$ cat src/rtl/iopiw_pkg.sv
// constants and types shared by the port, infrared and pwm logic
package iopiw_pkg;

	// pin organisation: four ports of four bits, index = port*4 + bit
	localparam int PORT_COUNT = 4;
	localparam int PORT_WIDTH = 4;
	localparam int PIN_COUNT  = PORT_COUNT * PORT_WIDTH;
	localparam int PORT_ONE   = 0;
	localparam int PORT_TWO   = 1;
	localparam int PORT_THREE = 2;
	localparam int PORT_SIX   = 3;
	localparam int IR_SOURCE_BIT    = PORT_THREE * PORT_WIDTH + 3;
	localparam int IR_DEFAULT_PIN   = PORT_THREE * PORT_WIDTH + 3;
	localparam int IR_ALTERNATE_PIN = PORT_TWO * PORT_WIDTH + 3;
	localparam int PWM_FIRST_PIN    = PORT_THREE * PORT_WIDTH;
	localparam int PWM_CHANNELS     = 4;
	localparam int PWM_DUTY_WIDTH   = 8;

	// register byte addresses
	localparam logic [7:0] ADDR_DATA_OUT = 8'h00;
	localparam logic [7:0] ADDR_DIR      = 8'h04;
	localparam logic [7:0] ADDR_PIN_IN   = 8'h08;
	localparam logic [7:0] ADDR_MODE     = 8'h0c;
	localparam logic [7:0] ADDR_MODE1    = 8'h10;
	localparam logic [7:0] ADDR_PWM_EN   = 8'h14;
	localparam logic [7:0] ADDR_DUTY0    = 8'h18;
	localparam logic [7:0] ADDR_CTRL     = 8'h28;

	// field positions
	localparam int MODE_IR_ENABLE_BIT   = 3;
	localparam int MODE1_IR_PIN_SEL_BIT = 1;
	localparam int CTRL_STOP_BIT        = 0;
	localparam int CTRL_WAKE_FLAG_BIT   = 1;

	// reset values
	localparam logic [15:0] RESET_DATA_OUT = 16'h0000;
	localparam logic [15:0] RESET_DIR      = 16'h0000;
	localparam logic [7:0]  RESET_DUTY     = 8'h00;

	// timing: carrier half period rounded down to whole clocks
	localparam int MCLK_HZ       = 10_000_000;
	localparam int IR_CARRIER_HZ = 38_500;
	localparam int IR_HALF_CYCLES = (MCLK_HZ / (2 * IR_CARRIER_HZ)) < 1 ? 1 :
		(MCLK_HZ / (2 * IR_CARRIER_HZ));
	localparam int PWM_STEP_DIV_DEFAULT = 4;

	// configuration carried from the register file to the pin logic
	typedef struct packed {
		logic                    irEnable;
		logic                    irPinSelect;
		logic [PWM_CHANNELS-1:0] pwmEnable;
	} iopiw_mode_s;

	typedef enum logic {
		PWR_RUN,
		PWR_STOPPED
	} iopiw_power_e;

endpackage

$ cat src/rtl/iopiw_pwm.sv
// shared 256-step pwm timebase with one comparator per channel
`timescale 1ns/1ps
`default_nettype none
module iopiw_pwm
	import iopiw_pkg::*;
#(
	parameter int CHANNELS   = PWM_CHANNELS,
	parameter int DUTY_WIDTH = PWM_DUTY_WIDTH,
	parameter int STEP_DIV   = PWM_STEP_DIV_DEFAULT
) (
	input  wire logic                           mclk,
	input  wire logic                           arst_n,
	input  wire logic [CHANNELS*DUTY_WIDTH-1:0] duty,
	output var  logic [CHANNELS-1:0]            pwmOut
);

	// the divider is 16 bits, the comparator needs at least one bit
	if (STEP_DIV < 1 || STEP_DIV > 65535 || DUTY_WIDTH < 1 || CHANNELS < 1) begin : g_check
		$error("iopiw_pwm: unsupported parameter value");
	end

	localparam logic [15:0] DIV_LAST = 16'(STEP_DIV - 1);

	logic [15:0]           divCount;
	logic                  stepEn;
	logic [DUTY_WIDTH-1:0] stepCount;

	assign stepEn = (divCount == DIV_LAST);

	// step enable divider, one pulse every STEP_DIV clocks
	always_ff @(posedge mclk or negedge arst_n) begin
		if (!arst_n) begin
			divCount <= 16'h0000;
		end else begin
			divCount <= stepEn ? 16'h0000 : divCount + 16'h0001;
		end
	end

	// period counter wraps naturally after all steps
	always_ff @(posedge mclk or negedge arst_n) begin
		if (!arst_n) begin
			stepCount <= '0;
		end else if (stepEn) begin
			stepCount <= stepCount + DUTY_WIDTH'(1);
		end
	end

	// high for duty steps of the period, constant low at zero
	for (genvar ch = 0; ch < CHANNELS; ch++) begin : g_chan
		always_ff @(posedge mclk or negedge arst_n) begin
			if (!arst_n) begin
				pwmOut[ch] <= 1'b0;
			end else begin
				pwmOut[ch] <= stepCount < duty[ch*DUTY_WIDTH +: DUTY_WIDTH];
			end
		end
	end

endmodule
`default_nettype wire

$ cat src/rtl/iopiw_top.sv
// general purpose ports with stop-mode wake, infrared carrier and pwm
//
// Overview of operation
// - Four ports of four bits each give sixteen separately addressed pins.
// - Every pin is set on its own as an output or as an input with weak pull-down.
// - The stop command halts the system clock and puts the chip into its stopped state.
// - While stopped, any edge on any port pin restarts the system clock.
// - Bit 3 of the mode register turns the infrared modulation on and off.
// - With infrared on, the port three bit 3 data is modulated by a 38.5 kHz square wave.
// - The pin-select bit of mode register 1 sends the infrared to port two bit 3 when 1, else to port three bit 3.
// - Port three bits 0 to 3 can each output pwm from its own 8-bit duty register.
//
// The APB register port and the register offsets were left to the implementer.
`timescale 1ns/1ps
`default_nettype none
module iopiw_top
	import iopiw_pkg::*;
#(
	parameter int PWM_STEP_DIV = PWM_STEP_DIV_DEFAULT
) (
	input  wire logic                 mclk,
	input  wire logic                 arst_n,
	input  wire logic                 psel,
	input  wire logic                 penable,
	input  wire logic                 pwrite,
	input  wire logic [7:0]           paddr,
	input  wire logic [31:0]          pwdata,
	output var  logic [31:0]          prdata,
	output var  logic                 pready,
	output var  logic                 pslverr,
	input  wire logic [PIN_COUNT-1:0] pinIn,
	output var  logic [PIN_COUNT-1:0] pinOut,
	output var  logic [PIN_COUNT-1:0] pinOe,
	output var  logic [PIN_COUNT-1:0] pinPullDown,
	output var  logic                 sysClkRun
);

	if (PWM_STEP_DIV < 1) begin : g_check
		$error("iopiw_top: PWM_STEP_DIV must be at least 1");
	end

	// the carrier counter is eight bits wide
	if (IR_HALF_CYCLES > 256) begin : g_ir_check
		$error("iopiw_top: carrier half period does not fit the counter");
	end

	localparam logic [7:0] IR_HALF_LAST = 8'(IR_HALF_CYCLES - 1);
	// edges count only once the three stages and the level hold real pin values
	localparam logic [2:0] SETTLE_LAST  = 3'h4;

	// register file state
	logic [PIN_COUNT-1:0]                   dataOut;
	logic [PIN_COUNT-1:0]                   dirOut;
	iopiw_mode_s                            mode;
	logic [PWM_CHANNELS*PWM_DUTY_WIDTH-1:0] duty;
	logic                                   wakeFlag;
	iopiw_power_e                           power;
	iopiw_power_e                           next_power;

	// pin input synchronisers and filtered levels
	logic [PIN_COUNT-1:0] syncA;
	logic [PIN_COUNT-1:0] syncB;
	logic [PIN_COUNT-1:0] syncC;
	logic [PIN_COUNT-1:0] pinLevel;
	logic [PIN_COUNT-1:0] next_pinLevel;
	logic [PIN_COUNT-1:0] pinAgree;
	logic                 pinEdge;
	logic [2:0]           settle;

	// infrared carrier and pwm
	logic [7:0]              carrierCount;
	logic                    carrier;
	logic                    irModulated;
	logic [PWM_CHANNELS-1:0] pwmOut;
	logic [PIN_COUNT-1:0]    next_pinOut;

	// bus decode
	logic        busSetup;
	logic        busDone;
	logic        wrDone;
	logic        addrMapped;
	logic        dutyHit;
	logic [1:0]  dutyIndex;
	logic [31:0] readMux;
	logic        stopRequest;
	logic        wakeClear;

	// three-stage sampling; first stage feeds only the second
	always_ff @(posedge mclk or negedge arst_n) begin
		if (!arst_n) begin
			syncA <= '0;
			syncB <= '0;
			syncC <= '0;
		end else begin
			syncA <= pinIn;
			syncB <= syncA;
			syncC <= syncB;
		end
	end

	// a level counts once the second and third stages agree
	assign pinAgree      = ~(syncB ^ syncC);
	assign next_pinLevel = (pinAgree & syncC) | (~pinAgree & pinLevel);

	// settle count after reset; without it the first load of the real pin levels
	// looks like an edge, at the cost of missing a pin change in those first clocks
	always_ff @(posedge mclk or negedge arst_n) begin
		if (!arst_n) begin
			settle <= 3'h0;
		end else if (settle != SETTLE_LAST) begin
			settle <= settle + 3'h1;
		end
	end

	// any accepted change on any of the sixteen pins is an edge
	always_ff @(posedge mclk or negedge arst_n) begin
		if (!arst_n) begin
			pinLevel <= '0;
			pinEdge  <= 1'b0;
		end else begin
			pinLevel <= next_pinLevel;
			pinEdge  <= (settle == SETTLE_LAST) && |(next_pinLevel ^ pinLevel);
		end
	end

	// apb decode; access phase answered on its second cycle
	assign busSetup    = psel & penable & ~pready;
	assign busDone     = psel & penable & pready;
	assign wrDone      = busDone & pwrite & ~pslverr;
	assign dutyHit     = (paddr[7:4] == ADDR_DUTY0[7:4] && paddr[3:2] >= 2'b10) ||
		(paddr[7:2] == 6'(ADDR_DUTY0[7:2] + 6'h2)) ||
		(paddr[7:2] == 6'(ADDR_DUTY0[7:2] + 6'h3));
	assign dutyIndex   = 2'(paddr[7:2] - ADDR_DUTY0[7:2]);
	assign addrMapped  = (paddr[1:0] == 2'b00) && (paddr == ADDR_DATA_OUT ||
		paddr == ADDR_DIR || paddr == ADDR_PIN_IN || paddr == ADDR_MODE ||
		paddr == ADDR_MODE1 || paddr == ADDR_PWM_EN || paddr == ADDR_CTRL || dutyHit);
	assign stopRequest = wrDone && paddr == ADDR_CTRL && pwdata[CTRL_STOP_BIT];
	assign wakeClear   = wrDone && paddr == ADDR_CTRL && pwdata[CTRL_WAKE_FLAG_BIT];

	// read data selection, unused high bits read as zero
	always_comb begin
		readMux = 32'h0000_0000;
		if (dutyHit) begin
			readMux[PWM_DUTY_WIDTH-1:0] = duty[dutyIndex*PWM_DUTY_WIDTH +: PWM_DUTY_WIDTH];
		end else begin
			unique case (paddr)
				ADDR_DATA_OUT: readMux[PIN_COUNT-1:0] = dataOut;
				ADDR_DIR:      readMux[PIN_COUNT-1:0] = dirOut;
				ADDR_PIN_IN:   readMux[PIN_COUNT-1:0] = pinLevel;
				ADDR_MODE:     readMux[MODE_IR_ENABLE_BIT] = mode.irEnable;
				ADDR_MODE1:    readMux[MODE1_IR_PIN_SEL_BIT] = mode.irPinSelect;
				ADDR_PWM_EN:   readMux[PWM_CHANNELS-1:0] = mode.pwmEnable;
				ADDR_CTRL: begin
					readMux[CTRL_STOP_BIT]      = (power == PWR_STOPPED);
					readMux[CTRL_WAKE_FLAG_BIT] = wakeFlag;
				end
				default:       readMux = 32'h0000_0000;
			endcase
		end
	end

	// bus answer: ready and data raised together, ready dropped after one cycle, data held
	always_ff @(posedge mclk or negedge arst_n) begin
		if (!arst_n) begin
			pready  <= 1'b0;
			pslverr <= 1'b0;
			prdata  <= 32'h0000_0000;
		end else begin
			pready  <= busSetup;
			pslverr <= busSetup & ~addrMapped;
			if (busSetup) begin
				prdata <= (pwrite || !addrMapped) ? 32'h0000_0000 : readMux;   // refused reads give zero
			end
		end
	end

	// port data and direction
	always_ff @(posedge mclk or negedge arst_n) begin
		if (!arst_n) begin
			dataOut <= RESET_DATA_OUT;
			dirOut  <= RESET_DIR;
		end else if (wrDone && paddr == ADDR_DATA_OUT) begin
			dataOut <= pwdata[PIN_COUNT-1:0];
		end else if (wrDone && paddr == ADDR_DIR) begin
			dirOut <= pwdata[PIN_COUNT-1:0];
		end
	end

	// mode bits and pwm enables
	always_ff @(posedge mclk or negedge arst_n) begin
		if (!arst_n) begin
			mode <= '0;
		end else if (wrDone && paddr == ADDR_MODE) begin
			mode.irEnable <= pwdata[MODE_IR_ENABLE_BIT];
		end else if (wrDone && paddr == ADDR_MODE1) begin
			mode.irPinSelect <= pwdata[MODE1_IR_PIN_SEL_BIT];
		end else if (wrDone && paddr == ADDR_PWM_EN) begin
			mode.pwmEnable <= pwdata[PWM_CHANNELS-1:0];
		end
	end

	// four independent duty registers
	always_ff @(posedge mclk or negedge arst_n) begin
		if (!arst_n) begin
			duty <= {PWM_CHANNELS{RESET_DUTY}};
		end else if (wrDone && dutyHit) begin
			duty[dutyIndex*PWM_DUTY_WIDTH +: PWM_DUTY_WIDTH] <= pwdata[PWM_DUTY_WIDTH-1:0];
		end
	end

	// power state: a wake edge wins over a stop written in the same cycle
	always_comb begin
		next_power = power;
		unique case (power)
			PWR_RUN: begin
				if (stopRequest && !pinEdge) begin
					next_power = PWR_STOPPED;
				end
			end
			PWR_STOPPED: begin
				if (pinEdge) begin
					next_power = PWR_RUN;
				end
			end
		endcase
	end

	// this logic stays on mclk; only the core clock is gated by sysClkRun
	always_ff @(posedge mclk or negedge arst_n) begin
		if (!arst_n) begin
			power     <= PWR_RUN;
			sysClkRun <= 1'b1;
		end else begin
			power     <= next_power;
			sysClkRun <= (next_power == PWR_RUN);
		end
	end

	// sticky wake flag, a new wake beats a clear in the same cycle
	always_ff @(posedge mclk or negedge arst_n) begin
		if (!arst_n) begin
			wakeFlag <= 1'b0;
		end else if (power == PWR_STOPPED && pinEdge) begin
			wakeFlag <= 1'b1;
		end else if (wakeClear) begin
			wakeFlag <= 1'b0;
		end
	end

	// carrier square wave, held low and reset while infrared is off
	always_ff @(posedge mclk or negedge arst_n) begin
		if (!arst_n) begin
			carrierCount <= 8'h00;
			carrier      <= 1'b0;
		end else if (!mode.irEnable) begin
			carrierCount <= 8'h00;
			carrier      <= 1'b0;
		end else if (carrierCount == IR_HALF_LAST) begin
			carrierCount <= 8'h00;
			carrier      <= ~carrier;
		end else begin
			carrierCount <= carrierCount + 8'h01;
		end
	end

	// modulated signal is low whenever the source data is low
	assign irModulated = dataOut[IR_SOURCE_BIT] & carrier;

	iopiw_pwm #(
		.CHANNELS   (PWM_CHANNELS),
		.DUTY_WIDTH (PWM_DUTY_WIDTH),
		.STEP_DIV   (PWM_STEP_DIV)
	) u_pwm (
		.mclk   (mclk),
		.arst_n (arst_n),
		.duty   (duty),
		.pwmOut (pwmOut)
	);

	// pin output selection: plain data, then pwm, then infrared routing
	always_comb begin
		next_pinOut = dataOut;
		for (int ch = 0; ch < PWM_CHANNELS; ch++) begin
			if (mode.pwmEnable[ch]) begin
				next_pinOut[PWM_FIRST_PIN + ch] = pwmOut[ch];
			end
		end
		if (mode.irEnable) begin
			if (mode.irPinSelect) begin
				next_pinOut[IR_ALTERNATE_PIN] = irModulated;
			end else begin
				next_pinOut[IR_DEFAULT_PIN] = irModulated;
			end
		end
	end

	// registered pin drive; enable and pull-down switch on the same edge so a pin
	// is never left both undriven and unpulled while its direction changes
	always_ff @(posedge mclk or negedge arst_n) begin
		if (!arst_n) begin
			pinOut      <= '0;
			pinOe       <= '0;
			pinPullDown <= ~RESET_DIR;
		end else begin
			pinOut      <= next_pinOut;
			pinOe       <= dirOut;
			pinPullDown <= ~dirOut;
		end
	end

endmodule
`default_nettype wire

$ cat config.mk
export PLATFORM = sky130hd
export DESIGN_NAME = iopiw_top
export DESIGN_NICKNAME = d
export VERILOG_FILES = /design/src/rtl/iopiw_pkg.sv /design/src/rtl/iopiw_pwm.sv /design/src/rtl/iopiw_top.sv
export SDC_FILE = /design/constraint.sdc
export NUM_CORES = 1
export LEC_CHECK = 0
export BUFFER_PORTS_ARGS = -buffer_cell sky130_fd_sc_hd__buf_4
export CAP_MARGIN = 10
export CORE_MARGIN = 2
export CORE_UTILIZATION = 30
export DETAILED_ROUTE_END_ITERATION = 10
export PLACE_DENSITY = 0.54
export RECOVER_POWER = 50
export SLEW_MARGIN = 10
export SYNTH_ARGS = -nofsm -noshare
export SYNTH_HDL_FRONTEND = slang
export SYNTH_HIERARCHICAL = 1
export SYNTH_SLANG_ARGS = --single-unit
export TNS_END_PERCENT = 30
$ cat constraint.sdc
create_clock -name mclk -period 4.3 [get_ports mclk]
set_clock_uncertainty 0.05 [all_clocks]
set_input_delay 0.645 -clock mclk [delete_from_list [all_inputs] [get_ports mclk]]
set_output_delay 0.645 -clock mclk [all_outputs]
set_load 0.05 [all_outputs]
==> out/metrics.yaml <==
synthesis.area_mm2: 0.0101
finalInstanceArea_mm2: 0.0123
synth_area_per_cell_um2: 11.6
max_stage_delay_ps: 1530
clkLatencyLatePin_ps: 530
rsz0062_at_grt: "false"
grt_use_met2_pct: 21.8
grtUsageTotal_pct: 14.1
r2r-end: "prdata[9]$_DFFE_PN0P_"
vias_per_cell: 4.61
synth_edf_count: 0
post_cts_resized: 0
ios: 144
fmax_mhz: 348
core_mm2: 0.0334
ys.flop_type: "dfrtp_1"
diodes: 0
clkPwrFrac_pct: 47.6
drtAntennaViolNets: 0
syn2layout_area_growth_pct: 21.7
violations: "capacitance limit, slew limit"
p_int_mw: 3.88
timing.final.crit_period_ps: 2870
clk_pin_slew_ps: 60
p_total_mw: 5.02
hold_viol_final: 0
dieWidth_um: 188
cts_inserted_buffers: 27
cellPowerDensity_mw_per_mm2: 406
r2r_cells: 4
vdd_ir_drop_max_v: 0.000291
grt-busiest-layer: "met2"
grt_pass1_vias: 6857
crit_chain: "clkbuf_2, clkbuf_2"
gp_congestion: 0.839
min_delay_path_depth: 1
critical_path_arrival_ps: 3300
global_route.usage.met3_pct: 2.41
ys_seq_area_share_pct: 60.4
use_met1_pct: 20.3
p_comb_share_pct: 5.0
synth_cell_types: 59
antenna_found_initial: 0
cp.buffers_inverters: 2
routed_wirelength_mm: 24.4
synthCells: 872
synth_area_leader_cell: "dfrtp_1"
status: "complete, but fails checks"
swShare_pct: 22.7
htreeDepth: 1
cp_max_fo: 90
crit_type: "primary input to async pin"
clk_path_buf_depth: 3
fin_ws_ps: 1430
grt-ovfl-total: 0
reg2reg_slack_ps: 1780
worst_pin_slew_ps: 2260
portBuffers: 111
die_h_um: 188
drtIter0Drc: 416
final-max-slew-violation-count: 90
crit_path_start: "arst_n"
ys_top_cells_by_area: "dfrtp_1 (56%), mux2_2 (4.9%), ha_1 (4.7%)"
cts_root_buf: "clkbuf_16"
drt_first_pass_iters: 4
yosysMostFrequentCell: "dfrtp_1"
initial_core_util_pct: 30.3
critPathRequiredTime_ps: 4730
row_count: 67
netlist.area_leader.share_pct: 56.0
setup_viol: 0
layout-drive-gt1-share_pct: 23.4
min_path_type: "primary input to flip-flop"
drc_errors: 0
cts_sinks: 244
cts_tree: "yes"
wire_per_inst_um: 16.7
crit_top_cell: "clkbuf_2"
cp_slowest_cell: "clkbuf_2"
synth-seq-cells: 244
start_kind: "primary input"
setup-tns-final_ps: 0
cts_hold_buf: 0
grt_max_degree: 111
vias: 6745
postCtsSetupBuffers: 0
period_share_pct: 66.7
detailed_place_hpwl_mm: 17.4
rr_startpoint: "pready$_DFF_PN0_"
critPathTopFamily: "buffers and inverters"
power_frac_seq_pct: 47.4
cp-end-kind: "async pin"
synth_warnings: 6
p_leak_nw: 5.68
maxCapViolCount: 1
final_util_pct: 36.9
hold_end: "syncA[4]$_DFF_PN0_"
fp.dieArea_mm2: 0.0353
nets: 1092
min-delay-start: "pinIn[4]"
placed_area_mm2: 0.0114
ys_top_cells_by_count: "dfrtp_1 (227), nand2_1 (103), nor2_1 (66)"
grt_pass1_wl_mm: 39.3
pre_cts_ws_ps: 955
async_flop_share_pct: 100
p_sw_mw: 1.14
slew_headroom_pct: -50.6
## area by class of cell
class                   instances  area [µm²]
fillers                      3301       21100
flip-flops and latches        244        6130
multi-input cells             545        3620
repair buffers                119         901
clock buffers                  40         795
well taps                     448         561
inverters                      56         210
clock inverters                10         135
## registers in the layout (all words and copies together) (netlist names), 16 cells and up
| name | count |
|---|---|
| duty | 32 |
| pinOe | 16 |
| dirOut | 16 |
| pinOut | 16 |
| pinPullDown | 16 |
| u_pwm/divCount | 16 |
| syncC | 16 |
| pinLevel | 16 |
| syncB | 16 |
| prdata | 16 |
| syncA | 16 |
| dataOut | 16 |
## layout by cell type (no fill, tap or decap), types with 3 or more instances in the layout
cell type,n
nand2b_1,6
nand3_1,18
o22ai_1,8
a21oi_1,24
nor2_1,66
nand2_1,103
clkbuf_16,27
a22oi_1,7
clkbuf_4,16
nor3_1,5
and3_1,12
o21ai_0,46
clkbuf_1,6
clkbuf_8,7
a211oi_1,4
o31ai_1,3
clkinv_2,4
buf_4,100
xnor2_1,18
o21ai_1,8
nor4_1,7
o31a_1,4
dfstp_2,17
conb_1,16
inv_1,56
dfrtp_1,227
nand4_1,20
bufinv_16,3
ha_1,38
mux2_2,41
mux2_1,3
a21o_1,12
mux4_2,8
a222oi_1,10
xor2_1,8
nor2b_1,19
## stage by stage
step	std cells	hold WS, ps
finish	1462	184
global route	1462	168
CTS	1462	73.0
global placement	1412	283
detailed placement	1412	285
floorplan	887	281
## how the worst max path moves through the flow
stage | cells after the start | end
CTS | 7 | dataOut[9]$_DFFE_PN0P_
floorplan | 9 | dataOut[10]$_DFFE_PN0P_
finish | 2 | pinOe[11]$_DFF_PN0_
global route | 2 | syncB[8]$_DFF_PN0_
global placement | 7 | dataOut[3]$_DFFE_PN0P_
detailed placement | 7 | dataOut[9]$_DFFE_PN0P_
## per-layer routing
layer	routed length [µm]	part of all wire, %
met3	1130	4.7
met1	11500	47
met5	0	0
met4	592	2.4
met2	11100	46
## logic make-up after synthesis
family	Yosys count	share of synthesized area (%)
AND/OR/NAND/NOR	275	12.9
XOR/XNOR	26	2.24
AO/OA/AOI/OAI	137	8.53
buffers and inverters	98	4.50
multiplexers	52	6.66
other	1	0.0370
flip-flops	244	60.4
adder cells (fa/ha/maj)	39	4.78
## power by group through the flow
| stage | Clock, mW | Combinational [mW] | Sequential, mW |
|---|---|---|---|
| after floorplan | 0 | 0.134 | 2.41 |
| after global placement | 0 | 0.254 | 2.42 |
| after detailed placement | 0 | 0.257 | 2.42 |
| after CTS | 2.46 | 0.258 | 2.38 |
| after global routing | 2.56 | 0.281 | 2.38 |
| final | 2.39 | 0.250 | 2.38 |
No activity file was read; power rests on OpenSTA's default activity.
